### config.mk
export PLATFORM = sky130hd
export DESIGN_NAME = afc_fan_control
export DESIGN_NICKNAME = d
export VERILOG_FILES = /design/src/hw/afc_fan_control.v
export VERILOG_INCLUDE_DIRS = /design/src /design/src/hw
export SDC_FILE = /design/constraint.sdc
export NUM_CORES = 2
export LEC_CHECK = 0
export BUFFER_PORTS_ARGS = -buffer_cell sky130_fd_sc_hd__buf_4
export CAP_MARGIN = 20
export CELL_PAD_IN_SITES_DETAIL_PLACEMENT = 1
export CELL_PAD_IN_SITES_GLOBAL_PLACEMENT = 2
export CORE_ASPECT_RATIO = 2
export CORE_MARGIN = 2
export CORE_UTILIZATION = 25
export DETAILED_ROUTE_END_ITERATION = 8
export PLACE_DENSITY_LB_ADDON = 0.1
export RECOVER_POWER = 100
export SLEW_MARGIN = 20
export SYNTH_ARGS = -nofsm -noshare
export SYNTH_HDL_FRONTEND = slang
export SYNTH_SLANG_ARGS = --single-unit
### constraint.sdc
create_clock -name clk -period 23.7 [get_ports clk]
set_clock_uncertainty 0.05 [all_clocks]
set_input_delay 0 -clock clk [delete_from_list [all_inputs] [get_ports clk]]
set_output_delay 0 -clock clk [all_outputs]
set_load 0.005 [all_outputs]
### src/hw/afc_consts.vh
// Constants for the automatic fan control and tach measurement block.
// Notes on behaviour
// RULE1: Test register bit 1 inverts the pulse-width output polarity.
// RULE2: Automatic control runs only while configuration bit 0 is set.
// RULE3: Configuration bits 5 and 6 hand DAC and pulse outputs to automatic control.
// RULE4: Three signed start temperatures, local and two remote, at 10h to 12h.
// RULE5: Software writes 127 degrees to exclude a channel from automatic control.
// RULE6: Upper nibbles of 04h and 05h give the automatic minimum drive levels.
// RULE7: With both outputs automatic, the DAC nibble sets both minimums.
// RULE8: Minimum DAC code is sixteen times nibble; duty is 6.67 percent per step.
// RULE9: First start runs the fan at full drive for two seconds.
// RULE10: Drive ramps linearly over 20 degrees, toward 100 percent or code 240.
// RULE11: Above start plus 20 degrees the DAC steps to full scale.
// RULE12: Each channel's demand is computed alone; the highest one wins.
// RULE13: Fan stops only when all sensors are 4 degrees below their start.
// RULE14: Each automatic start or stop raises one interrupt event.
// RULE15: Register 01h bits choose tach or logic per pin; resets to zero.
// RULE16: Speed is a period count of 22.5 kHz ticks over two tach periods.
// RULE17: Software sets monitor bit, and interrupt enable bit 1 for the output.
// RULE18: A count reaching FFh marks a dead fan and ends that measurement.
// RULE19: Counter restarts at second rising edge and stops at the fourth.
// RULE20: No measurement for 1.8 s after monitor start; results read zero.
// RULE21: Per-channel prescaler 1, 2, 4 or 8 in 02h and 03h, default 2.
// RULE22: Count equals oscillator rate times 60 over speed times divisor.
// RULE23: Channels are measured in order 0 to 7, then repeat.
// RULE24: Logic pins and stalled fans time out after 255 ticks.
// RULE25: A count above the low-speed limit raises a fan failure event.
// RULE26: Tach inputs are synchronised and rising edges detected.
// RULE27: Each channel's final count is stored in its read-only result register.
`ifndef AFC_CONSTS_VH
`define AFC_CONSTS_VH
// Register indices; byte address is four times the index.
`define AFC_IDX_CFG        5'h00
`define AFC_IDX_PINSEL     5'h01
`define AFC_IDX_PRE_LO     5'h02
`define AFC_IDX_PRE_HI     5'h03
`define AFC_IDX_DAC        5'h04
`define AFC_IDX_PWM        5'h05
`define AFC_IDX_EVENT      5'h06
`define AFC_IDX_TMIN_L     5'h10
`define AFC_IDX_TMIN_A     5'h11
`define AFC_IDX_TMIN_B     5'h12
`define AFC_IDX_TEST       5'h14
`define AFC_IDX_RESULT     2'h1
`define AFC_IDX_LIMIT      2'h3
// Field positions.
`define AFC_CFG_MON        0
`define AFC_CFG_INTEN      1
`define AFC_CFG_AUTO_DAC   5
`define AFC_CFG_AUTO_PWM   6
`define AFC_TEST_PWM_INV   1
`define AFC_EVT_AUTO       0
`define AFC_EVT_FAIL       1
// Reset values.
`define AFC_RST_CFG        8'h00
`define AFC_RST_PINSEL     8'h00
`define AFC_RST_PRE        8'h55
`define AFC_RST_DAC        8'hff
`define AFC_RST_PWM        8'hff
`define AFC_RST_TMIN       8'h7f
`define AFC_RST_TEST       8'h00
`define AFC_RST_LIMIT      8'hff
// Control law figures.
`define AFC_RAMP_DEG       20
`define AFC_HYST_DEG       4
`define AFC_DAC_TOP        8'hf0
`define AFC_FULL           8'hff
`define AFC_DAC_STEP       8'h10
`define AFC_DUTY_STEP      8'h11
`define AFC_TACH_MAX       8'hff
// Timing.
`define AFC_CLK_HZ         25000000
`define AFC_OSC_HZ         22500
`define AFC_PWM_HZ         75
`define AFC_SPINUP_MS      2000
`define AFC_MEAS_DELAY_MS  1800
`define AFC_OSC_DIV        (`AFC_CLK_HZ / `AFC_OSC_HZ)
`define AFC_PWM_DIV        (`AFC_CLK_HZ / (`AFC_PWM_HZ * 255))
`define AFC_SPINUP_CYC     (`AFC_SPINUP_MS * (`AFC_CLK_HZ / 1000))
`define AFC_DELAY_CYC      (`AFC_MEAS_DELAY_MS * (`AFC_CLK_HZ / 1000))
`endif

### src/hw/afc_fan_control.v
// Automatic fan control, pulse and DAC drive, and eight-channel tach period measurement.
//
// The Avalon-MM interface to the registers was chosen for this implementation.
`timescale 1ns/100ps
`default_nettype none
`include "afc_consts.vh"
module afc_fan_control #(
  parameter SPINUP_CYC = `AFC_SPINUP_CYC,
  parameter DELAY_CYC  = `AFC_DELAY_CYC
) (
  // Clock and reset.
  input  wire        clk,
  input  wire        reset,
  // Avalon-MM slave.
  input  wire [6:0]  avs_address,
  input  wire        avs_read,
  input  wire        avs_write,
  input  wire [31:0] avs_writedata,
  input  wire [3:0]  avs_byteenable,
  output reg  [31:0] avs_readdata,
  output wire        avs_waitrequest,
  // Temperature results, two's complement degrees.
  input  wire [7:0]  temp_local,
  input  wire [7:0]  temp_remote_a,
  input  wire [7:0]  temp_remote_b,
  // Fan side.
  input  wire [7:0]  tach_or_logic_pin,
  output reg  [7:0]  dac_code,
  output reg         pwm_out,
  output reg         int_n
);

  // Register file.
  reg [7:0] cfg;
  reg [7:0] pin_sel;
  reg [7:0] pre_lo;
  reg [7:0] pre_hi;
  reg [7:0] dac_reg;
  reg [7:0] pwm_reg;
  reg [7:0] tmin_l;
  reg [7:0] tmin_a;
  reg [7:0] tmin_b;
  reg [7:0] test_reg;
  reg [7:0] limit [0:7];
  reg [7:0] result [0:7];
  reg       evt_auto;
  reg [7:0] evt_fail;
  reg       ack;

  // Demand of one channel: zero below start, ramp over 20 degrees, full above.
  function [7:0] demand;
    input [7:0] t;
    input [7:0] tmin;
    input [7:0] floor;
    input [7:0] top;
    input [7:0] full;
    reg signed [9:0] d;
    reg [31:0] span;
    begin
      d = $signed({{2{t[7]}}, t}) - $signed({{2{tmin[7]}}, tmin});
      span = 32'h00000000;
      if (d <= 0) begin
        demand = 8'h00;
      end else if (d > `AFC_RAMP_DEG) begin
        demand = full;
      end else begin
        span = ({24'h000000, top} - {24'h000000, floor}) * {22'h000000, d} / `AFC_RAMP_DEG;
        demand = floor + span[7:0];
      end
    end
  endfunction

  // True when the temperature is at or below start minus the hysteresis.
  function cooled;
    input [7:0] t;
    input [7:0] tmin;
    begin
      cooled = $signed({{2{t[7]}}, t}) <=
               $signed({{2{tmin[7]}}, tmin}) - `AFC_HYST_DEG;
    end
  endfunction

  function [7:0] max3;
    input [7:0] a;
    input [7:0] b;
    input [7:0] c;
    reg [7:0] m;
    begin
      m = (a > b) ? a : b;
      max3 = (m > c) ? m : c;
    end
  endfunction

  // Bus decode; every access takes one wait cycle.
  wire [4:0] idx = avs_address[6:2];
  wire       hit_wr = avs_write & ack;
  wire       wr_lane = avs_byteenable[0];
  assign avs_waitrequest = (avs_read | avs_write) & ~ack;

  always @(posedge clk) begin
    if (reset) begin
      ack <= 1'b0;
    end else begin
      ack <= (avs_read | avs_write) & ~ack;
    end
  end

  // Register writes.
  integer i;
  always @(posedge clk) begin
    if (reset) begin
      cfg <= `AFC_RST_CFG;
      // RULE15 reset to tach
      pin_sel <= `AFC_RST_PINSEL;
      // RULE21 default divisor two
      pre_lo <= `AFC_RST_PRE;
      pre_hi <= `AFC_RST_PRE;
      dac_reg <= `AFC_RST_DAC;
      pwm_reg <= `AFC_RST_PWM;
      tmin_l <= `AFC_RST_TMIN;
      tmin_a <= `AFC_RST_TMIN;
      tmin_b <= `AFC_RST_TMIN;
      test_reg <= `AFC_RST_TEST;
      for (i = 0; i < 8; i = i + 1) begin
        limit[i] <= `AFC_RST_LIMIT;
      end
    end else if (hit_wr && wr_lane) begin
      case (idx)
        `AFC_IDX_CFG:    cfg <= avs_writedata[7:0];
        `AFC_IDX_PINSEL: pin_sel <= avs_writedata[7:0];
        `AFC_IDX_PRE_LO: pre_lo <= avs_writedata[7:0];
        `AFC_IDX_PRE_HI: pre_hi <= avs_writedata[7:0];
        `AFC_IDX_DAC:    dac_reg <= avs_writedata[7:0];
        `AFC_IDX_PWM:    pwm_reg <= avs_writedata[7:0];
        // RULE4 three start thresholds
        `AFC_IDX_TMIN_L: tmin_l <= avs_writedata[7:0];
        `AFC_IDX_TMIN_A: tmin_a <= avs_writedata[7:0];
        `AFC_IDX_TMIN_B: tmin_b <= avs_writedata[7:0];
        `AFC_IDX_TEST:   test_reg <= avs_writedata[7:0];
        default: begin
          if (idx[4:3] == `AFC_IDX_LIMIT) begin
            limit[idx[2:0]] <= avs_writedata[7:0];
          end
        end
      endcase
    end
  end

  // Read data mux; unmapped words read zero.
  reg [7:0] rd;
  always @* begin
    case (idx)
      `AFC_IDX_CFG:    rd = cfg;
      `AFC_IDX_PINSEL: rd = pin_sel;
      `AFC_IDX_PRE_LO: rd = pre_lo;
      `AFC_IDX_PRE_HI: rd = pre_hi;
      `AFC_IDX_DAC:    rd = dac_reg;
      `AFC_IDX_PWM:    rd = pwm_reg;
      `AFC_IDX_EVENT:  rd = {6'h00, |evt_fail, evt_auto};
      `AFC_IDX_TMIN_L: rd = tmin_l;
      `AFC_IDX_TMIN_A: rd = tmin_a;
      `AFC_IDX_TMIN_B: rd = tmin_b;
      `AFC_IDX_TEST:   rd = test_reg;
      default: begin
        if (idx[4:3] == `AFC_IDX_RESULT) begin
          rd = result[idx[2:0]];
        end else if (idx[4:3] == `AFC_IDX_LIMIT) begin
          rd = limit[idx[2:0]];
        end else begin
          rd = 8'h00;
        end
      end
    endcase
  end

  always @(posedge clk) begin
    if (reset) begin
      avs_readdata <= 32'h00000000;
    end else if (avs_read & ~ack) begin
      avs_readdata <= {24'h000000, rd};
    end
  end

  // Automatic control law.
  // RULE2 monitor enable gate
  wire       mon = cfg[`AFC_CFG_MON];
  // RULE3 per-output selection
  wire       auto_dac = mon & cfg[`AFC_CFG_AUTO_DAC];
  wire       auto_pwm = mon & cfg[`AFC_CFG_AUTO_PWM];
  // RULE7 DAC nibble rules both
  wire [3:0] pwm_nib = cfg[`AFC_CFG_AUTO_DAC] ? dac_reg[7:4] : pwm_reg[7:4];
  // RULE6 RULE8 minimum levels
  wire [7:0] dac_min = {dac_reg[7:4], 4'h0};
  wire [7:0] duty_floor = pwm_nib * `AFC_DUTY_STEP;
  // RULE10 RULE11 RULE12 ramp and highest demand
  wire [7:0] dac_dem = max3(
    demand(temp_local, tmin_l, dac_min, `AFC_DAC_TOP, `AFC_FULL),
    demand(temp_remote_a, tmin_a, dac_min, `AFC_DAC_TOP, `AFC_FULL),
    demand(temp_remote_b, tmin_b, dac_min, `AFC_DAC_TOP, `AFC_FULL));
  wire [7:0] pwm_dem = max3(
    demand(temp_local, tmin_l, duty_floor, `AFC_FULL, `AFC_FULL),
    demand(temp_remote_a, tmin_a, duty_floor, `AFC_FULL, `AFC_FULL),
    demand(temp_remote_b, tmin_b, duty_floor, `AFC_FULL, `AFC_FULL));
  wire       any_hot = (dac_dem != 8'h00) | (pwm_dem != 8'h00);
  // RULE13 all three cooled
  wire       all_cool = cooled(temp_local, tmin_l) & cooled(temp_remote_a, tmin_a) &
                        cooled(temp_remote_b, tmin_b);
  wire       auto_any = auto_dac | auto_pwm;

  reg        fan_on;
  reg [25:0] spin_cnt;
  wire       spinning = spin_cnt != 26'h0000000;
  wire       next_on = auto_any & (fan_on ? ~all_cool : any_hot);

  always @(posedge clk) begin
    if (reset) begin
      fan_on <= 1'b0;
      spin_cnt <= 26'h0000000;
    end else begin
      fan_on <= next_on;
      // RULE9 two second spin-up
      if (next_on & ~fan_on) begin
        spin_cnt <= SPINUP_CYC[25:0];
      end else if (spinning & next_on) begin
        spin_cnt <= spin_cnt - 26'h0000001;
      end else if (~next_on) begin
        spin_cnt <= 26'h0000000;
      end
    end
  end

  // Output selection: manual register value or automatic drive.
  always @(posedge clk) begin
    if (reset) begin
      dac_code <= `AFC_RST_DAC;
    end else if (!auto_dac) begin
      dac_code <= dac_reg;
    end else if (!fan_on) begin
      dac_code <= 8'h00;
    end else if (spinning) begin
      dac_code <= `AFC_FULL;
    end else begin
      dac_code <= (dac_dem > dac_min) ? dac_dem : dac_min;
    end
  end

  wire [7:0] duty = !auto_pwm ? pwm_reg :
                    !fan_on ? 8'h00 :
                    spinning ? `AFC_FULL :
                    (pwm_dem > duty_floor) ? pwm_dem : duty_floor;

  // Pulse generator: 255 steps per period, so duty FFh is always high unless test bit 1 inverts it.
  reg [10:0] pwm_pre;
  reg [7:0]  pwm_step;
  always @(posedge clk) begin
    if (reset) begin
      pwm_pre <= 11'h000;
      pwm_step <= 8'h00;
      pwm_out <= 1'b0;
    end else begin
      if (pwm_pre == `AFC_PWM_DIV - 1) begin
        pwm_pre <= 11'h000;
        pwm_step <= (pwm_step == 8'hfe) ? 8'h00 : pwm_step + 8'h01;
      end else begin
        pwm_pre <= pwm_pre + 11'h001;
      end
      // RULE1 polarity invert
      pwm_out <= (pwm_step < duty) ^ test_reg[`AFC_TEST_PWM_INV];
    end
  end

  // Tach input synchroniser and rising edge detect; reset to the pull-up level so no false edge.
  reg [7:0] tach_s1;
  reg [7:0] tach_s2;
  reg [7:0] tach_s3;
  always @(posedge clk) begin
    if (reset) begin
      tach_s1 <= 8'hff;
      tach_s2 <= 8'hff;
      tach_s3 <= 8'hff;
    end else begin
      // RULE26 two-stage sync
      tach_s1 <= tach_or_logic_pin;
      tach_s2 <= tach_s1;
      tach_s3 <= tach_s2;
    end
  end

  // Oscillator tick and measurement sequencer.
  reg [10:0] osc_pre;
  reg [25:0] delay_cnt;
  reg        mon_q;
  reg [2:0]  ch;
  reg [2:0]  edges;
  reg [7:0]  cnt;
  reg [2:0]  div_cnt;
  integer    n;
  wire       osc_tick = osc_pre == `AFC_OSC_DIV - 1;
  wire [1:0] dsel = ch[2] ? pre_hi[{ch[1:0], 1'b0} +: 2] : pre_lo[{ch[1:0], 1'b0} +: 2];
  wire [2:0] dmax = (3'h1 << dsel) - 3'h1;
  // RULE26 RULE24 logic pins ignore edges
  wire       rise = tach_s2[ch] & ~tach_s3[ch] & ~pin_sel[ch];
  wire       cnt_tick = osc_tick & (div_cnt == dmax);
  // RULE18 saturated count ends
  wire       timeout = cnt == `AFC_TACH_MAX;
  wire       done = (rise & (edges == 3'h3)) | timeout;
  wire       measuring = mon & (delay_cnt == 26'h0000000);
  wire       auto_evt = next_on ^ fan_on;
  wire       fail_clr = hit_wr & wr_lane & (idx == `AFC_IDX_EVENT) &
                        avs_writedata[`AFC_EVT_FAIL];

  always @(posedge clk) begin
    if (reset) begin
      osc_pre <= 11'h000;
      delay_cnt <= 26'h0000000;
      mon_q <= 1'b0;
      ch <= 3'h0;
      edges <= 3'h0;
      cnt <= 8'h00;
      div_cnt <= 3'h0;
      evt_fail <= 8'h00;
      for (n = 0; n < 8; n = n + 1) begin
        result[n] <= 8'h00;
      end
    end else begin
      mon_q <= mon;
      osc_pre <= osc_tick ? 11'h000 : osc_pre + 11'h001;
      if (fail_clr) begin
        evt_fail <= 8'h00;
      end
      if (mon & ~mon_q) begin
        // RULE20 hold off and zero results
        delay_cnt <= DELAY_CYC[25:0];
        for (n = 0; n < 8; n = n + 1) begin
          result[n] <= 8'h00;
        end
      end else if (delay_cnt != 26'h0000000) begin
        delay_cnt <= delay_cnt - 26'h0000001;
      end
      if (!measuring) begin
        ch <= 3'h0;
        edges <= 3'h0;
        cnt <= 8'h00;
        div_cnt <= 3'h0;
      end else if (done) begin
        // RULE27 store final count
        result[ch] <= cnt;
        // RULE25 count above limit fails
        if (cnt > limit[ch]) begin
          evt_fail[ch] <= 1'b1;
        end
        // RULE23 fixed channel order
        ch <= ch + 3'h1;
        edges <= 3'h0;
        cnt <= 8'h00;
        div_cnt <= 3'h0;
      end else begin
        if (rise) begin
          edges <= edges + 3'h1;
        end
        // RULE21 prescaler ahead of counter
        if (osc_tick) begin
          div_cnt <= (div_cnt == dmax) ? 3'h0 : div_cnt + 3'h1;
        end
        // RULE19 RULE16 RULE22 period count
        if (rise & (edges == 3'h1)) begin
          cnt <= 8'h00;
        end else if (cnt_tick) begin
          cnt <= cnt + 8'h01;
        end
      end
    end
  end

  // Automatic start/stop event and interrupt output.
  always @(posedge clk) begin
    if (reset) begin
      evt_auto <= 1'b0;
      int_n <= 1'b1;
    end else begin
      // RULE14 one event per start or stop
      if (auto_evt) begin
        evt_auto <= 1'b1;
      end else if (hit_wr & wr_lane & (idx == `AFC_IDX_EVENT) &
                   avs_writedata[`AFC_EVT_AUTO]) begin
        evt_auto <= 1'b0;
      end
      int_n <= ~(cfg[`AFC_CFG_INTEN] & (evt_auto | (|evt_fail)));
    end
  end

endmodule // afc_fan_control
`default_nettype wire

==> qor.txt <==
Crit path buffers/inverters -> 6
num rows -> 223
Syn Area/Cell -> 8.20 um^2
area share of the leading cell type in the synthesized netlist -> 13.1%
Max Clk Rate -> 45.9 MHz
Placed Instances -> 7865
Die W -> 308 um
Die Height -> 611 um
Root Driver -> clkbuf_16
Clock Tree Buf Depth -> 3
P&R area growth vs syn -> 9.76%
Clk Latency, worst-skew pair -> 570 ps
clock sink count -> 364
Finished Cell Area -> 50600 um^2
slowest CP cell -> a211oi_1
Post-Layout Cell Count -> 7970
gp weighted congestion -> 0.819
HPWL Detailed -> 131000 um
Worst-Margin Slew -> 2760 ps
Initial Utilization -> 25.1%
DRT iter0 DRCs -> 2315
Final nets -> 6312
Largest regs -> limit: 64 flops, result: 64 flops
setup TNS -> 0 ps
Arr. time, crit path -> 22130 ps
core area -> 184000 um^2
Placed Area -> 49100 um^2
via count of the first global-routing pass -> 44900
DIE AREA -> 188000 um^2
WL final -> 169000 um
Seq. cell area -> 8570 um^2
VDD IR-drop max -> 45.1 uV
Finish-stage setup viols -> 0
I/O pin cnt -> 122
area of the multi-input gates -> 34700 um^2
final period utilization -> 91.8%
cell repeated most along the worst path -> a21oi_1
Yosys cell types -> 132
EDFF count, synth -> 128
worst hold slack -> 127 ps
Worst setup SP type -> register
remaining antenna violation count after routing -> 0
Gate Count Post-Synth -> 5624
Synth Register Bits -> 364
Post-CTS Setup Inserts -> 0
Congestion Overflow GR -> 0
Main synth FF type -> dfxtp_1
worst-path fanout max -> 12
Async SR Flop Fraction -> 0%
drt via density -> 5.33
Worst setup EP type -> register
Synth area leaders -> ha_1 13%, dfxtp_1 10%, edfxtp_1 8.3%, fa_1 7.7%, nor2_1 4.1%
pwr/cell area -> 35.7 nW/um^2
Remaining DRCs -> 0
slowest stage delay, CP -> 880 ps
Fin. Hold Viols -> 0
Post-Syn Area -> 46100 um^2
YS warnings -> 0
register area share after synthesis -> 18.6%
min Tclk post-route -> 21770 ps
Hold Crit Class -> input port to register
CTS buffer count -> 43
max_cap viols -> 6
headroom to the max-slew limit -> -83.8%
IO buf count -> 68
fill count -> 21700
first-pass GRT wire length -> 267000 um
fraction of layout cells with a size suffix above 1 -> 8.04%
violated checks -> max-capacitance violations, max-slew violations
clk slew on worst S/H paths -> 60 ps
max-slew violations -> 211
WS Path Type -> register to register
Global Route Usage Sum -> 17.6%
largest net degree at the start of global routing -> 66
Yosys top cell by area -> ha_1
CP delay by family, top -> compound AO/OA/AOI/OAI gates
worst endpoint required time -> 24060 ps
LEAKAGE -> 21.9 nW
top-count cell post-synth -> nor2_1
WL per Instance -> 21.2 um
initial antenna violation count -> 3
via count -> 42500
RSZ-0062 raised after global routing -> no
first drt pass iteration count -> 5
Post-synth top cells -> 500 x nor2_1, 482 x ha_1, 445 x nand2_1, 439 x inv_1, 291 x a21oi_1
CTS tree -> built
H-tree depth -> 2
total design power -> 1.81 mW
outcome -> finished with violations
==> worst reg2reg max path, delay by kind of cell, from the launching register on <==
kind,cells,cell delay [ps]
compound gates,50,11270
fa+ha+maj,13,4700
simple gates,12,2220
xor+xnor,5,1650
buf+inv,6,770
mux,2,600
flops,1,370
==> logic make-up after synthesis <==
| family | count (synthesis) | synth area share [%] |
|---|---|---|
| buf+inv | 740 | 6.38 |
| flops | 364 | 18.6 |
| mux | 153 | 5.06 |
| compound gates | 1469 | 22.8 |
| fa+ha+maj | 671 | 21.0 |
| xor+xnor | 264 | 5.03 |
| simple gates | 1962 | 21.1 |
| other cells | 1 | 0.00813 |
==> cell type report <==
cell class	count	area share, %
Inverter	446	3.31
Clock buffer	65	2.63
Antenna cell	1	0.00494
Clock inverter	14	0.180
Timing Repair Buffer	175	2.50
Multi-Input combinational cell	4543	68.6
Sequential cell	364	16.9
Tap cell	2362	5.84
==> final timing paths <==
check,start,endpoint,slack (ps),depth (start not counted)
worst min-delay path,tach_or_logic_pin[5],tach_s1[5],130,3
worst min register to register,tach_s1[3],tach_s2[3],360,1
worst max-delay path,tmin_a[0],pwm_out,1930,88
worst max register to register,tmin_a[0],pwm_out,1930,88
==> report_power, final <==
part	switching, mW	internal [mW]
Clock	0.278	0.398
Sequential	0.0212	0.673
Combinational	0.270	0.169
==> routing by layer <==
layer / global-route usage (%) / vias up / wire length [um]
li1: - / 20500 / -
met1: 23.3 / 21500 / 78300
met2: 32.1 / 430 / 85500
met3: 0.969 / 104 / 3180
met4: 2.31 / 2 / 1980
met5: 0 / - / 11
==> metrics by stage <==
stage / utilization [%] / setup slack, ps
final: 27.5 / 1930
after detailed placement: 26.7 / 1420
after global placement: 26.7 / 1760
after CTS: 27.6 / 1340
after global routing: 27.5 / 41.7
after floorplan: - / 5140
==> placed cells by master, fill, tap and decap left out, types with 128 or more instances in the layout <==
cell      Yosys  routed
nand2_1     445     445
fa_1        178     178
nand3_1     193     194
ha_1        482     482
xnor2_1     168     167
dfxtp_1     236     233
nor3_1      155     153
inv_1       439     439
edfxtp_1    128     128
nor2_1      500     500
a21oi_1     291     290
o21ai_0     254     254
==> repair_timing <==
action | in CTS | in global routing
hold buffers | 24 | 0
hold endpoints to repair | 179 | 0
endpoints found under the setup margin | 0 | 1
gates resized for setup | 0 | 5
Power figures use the tool's default switching activity.
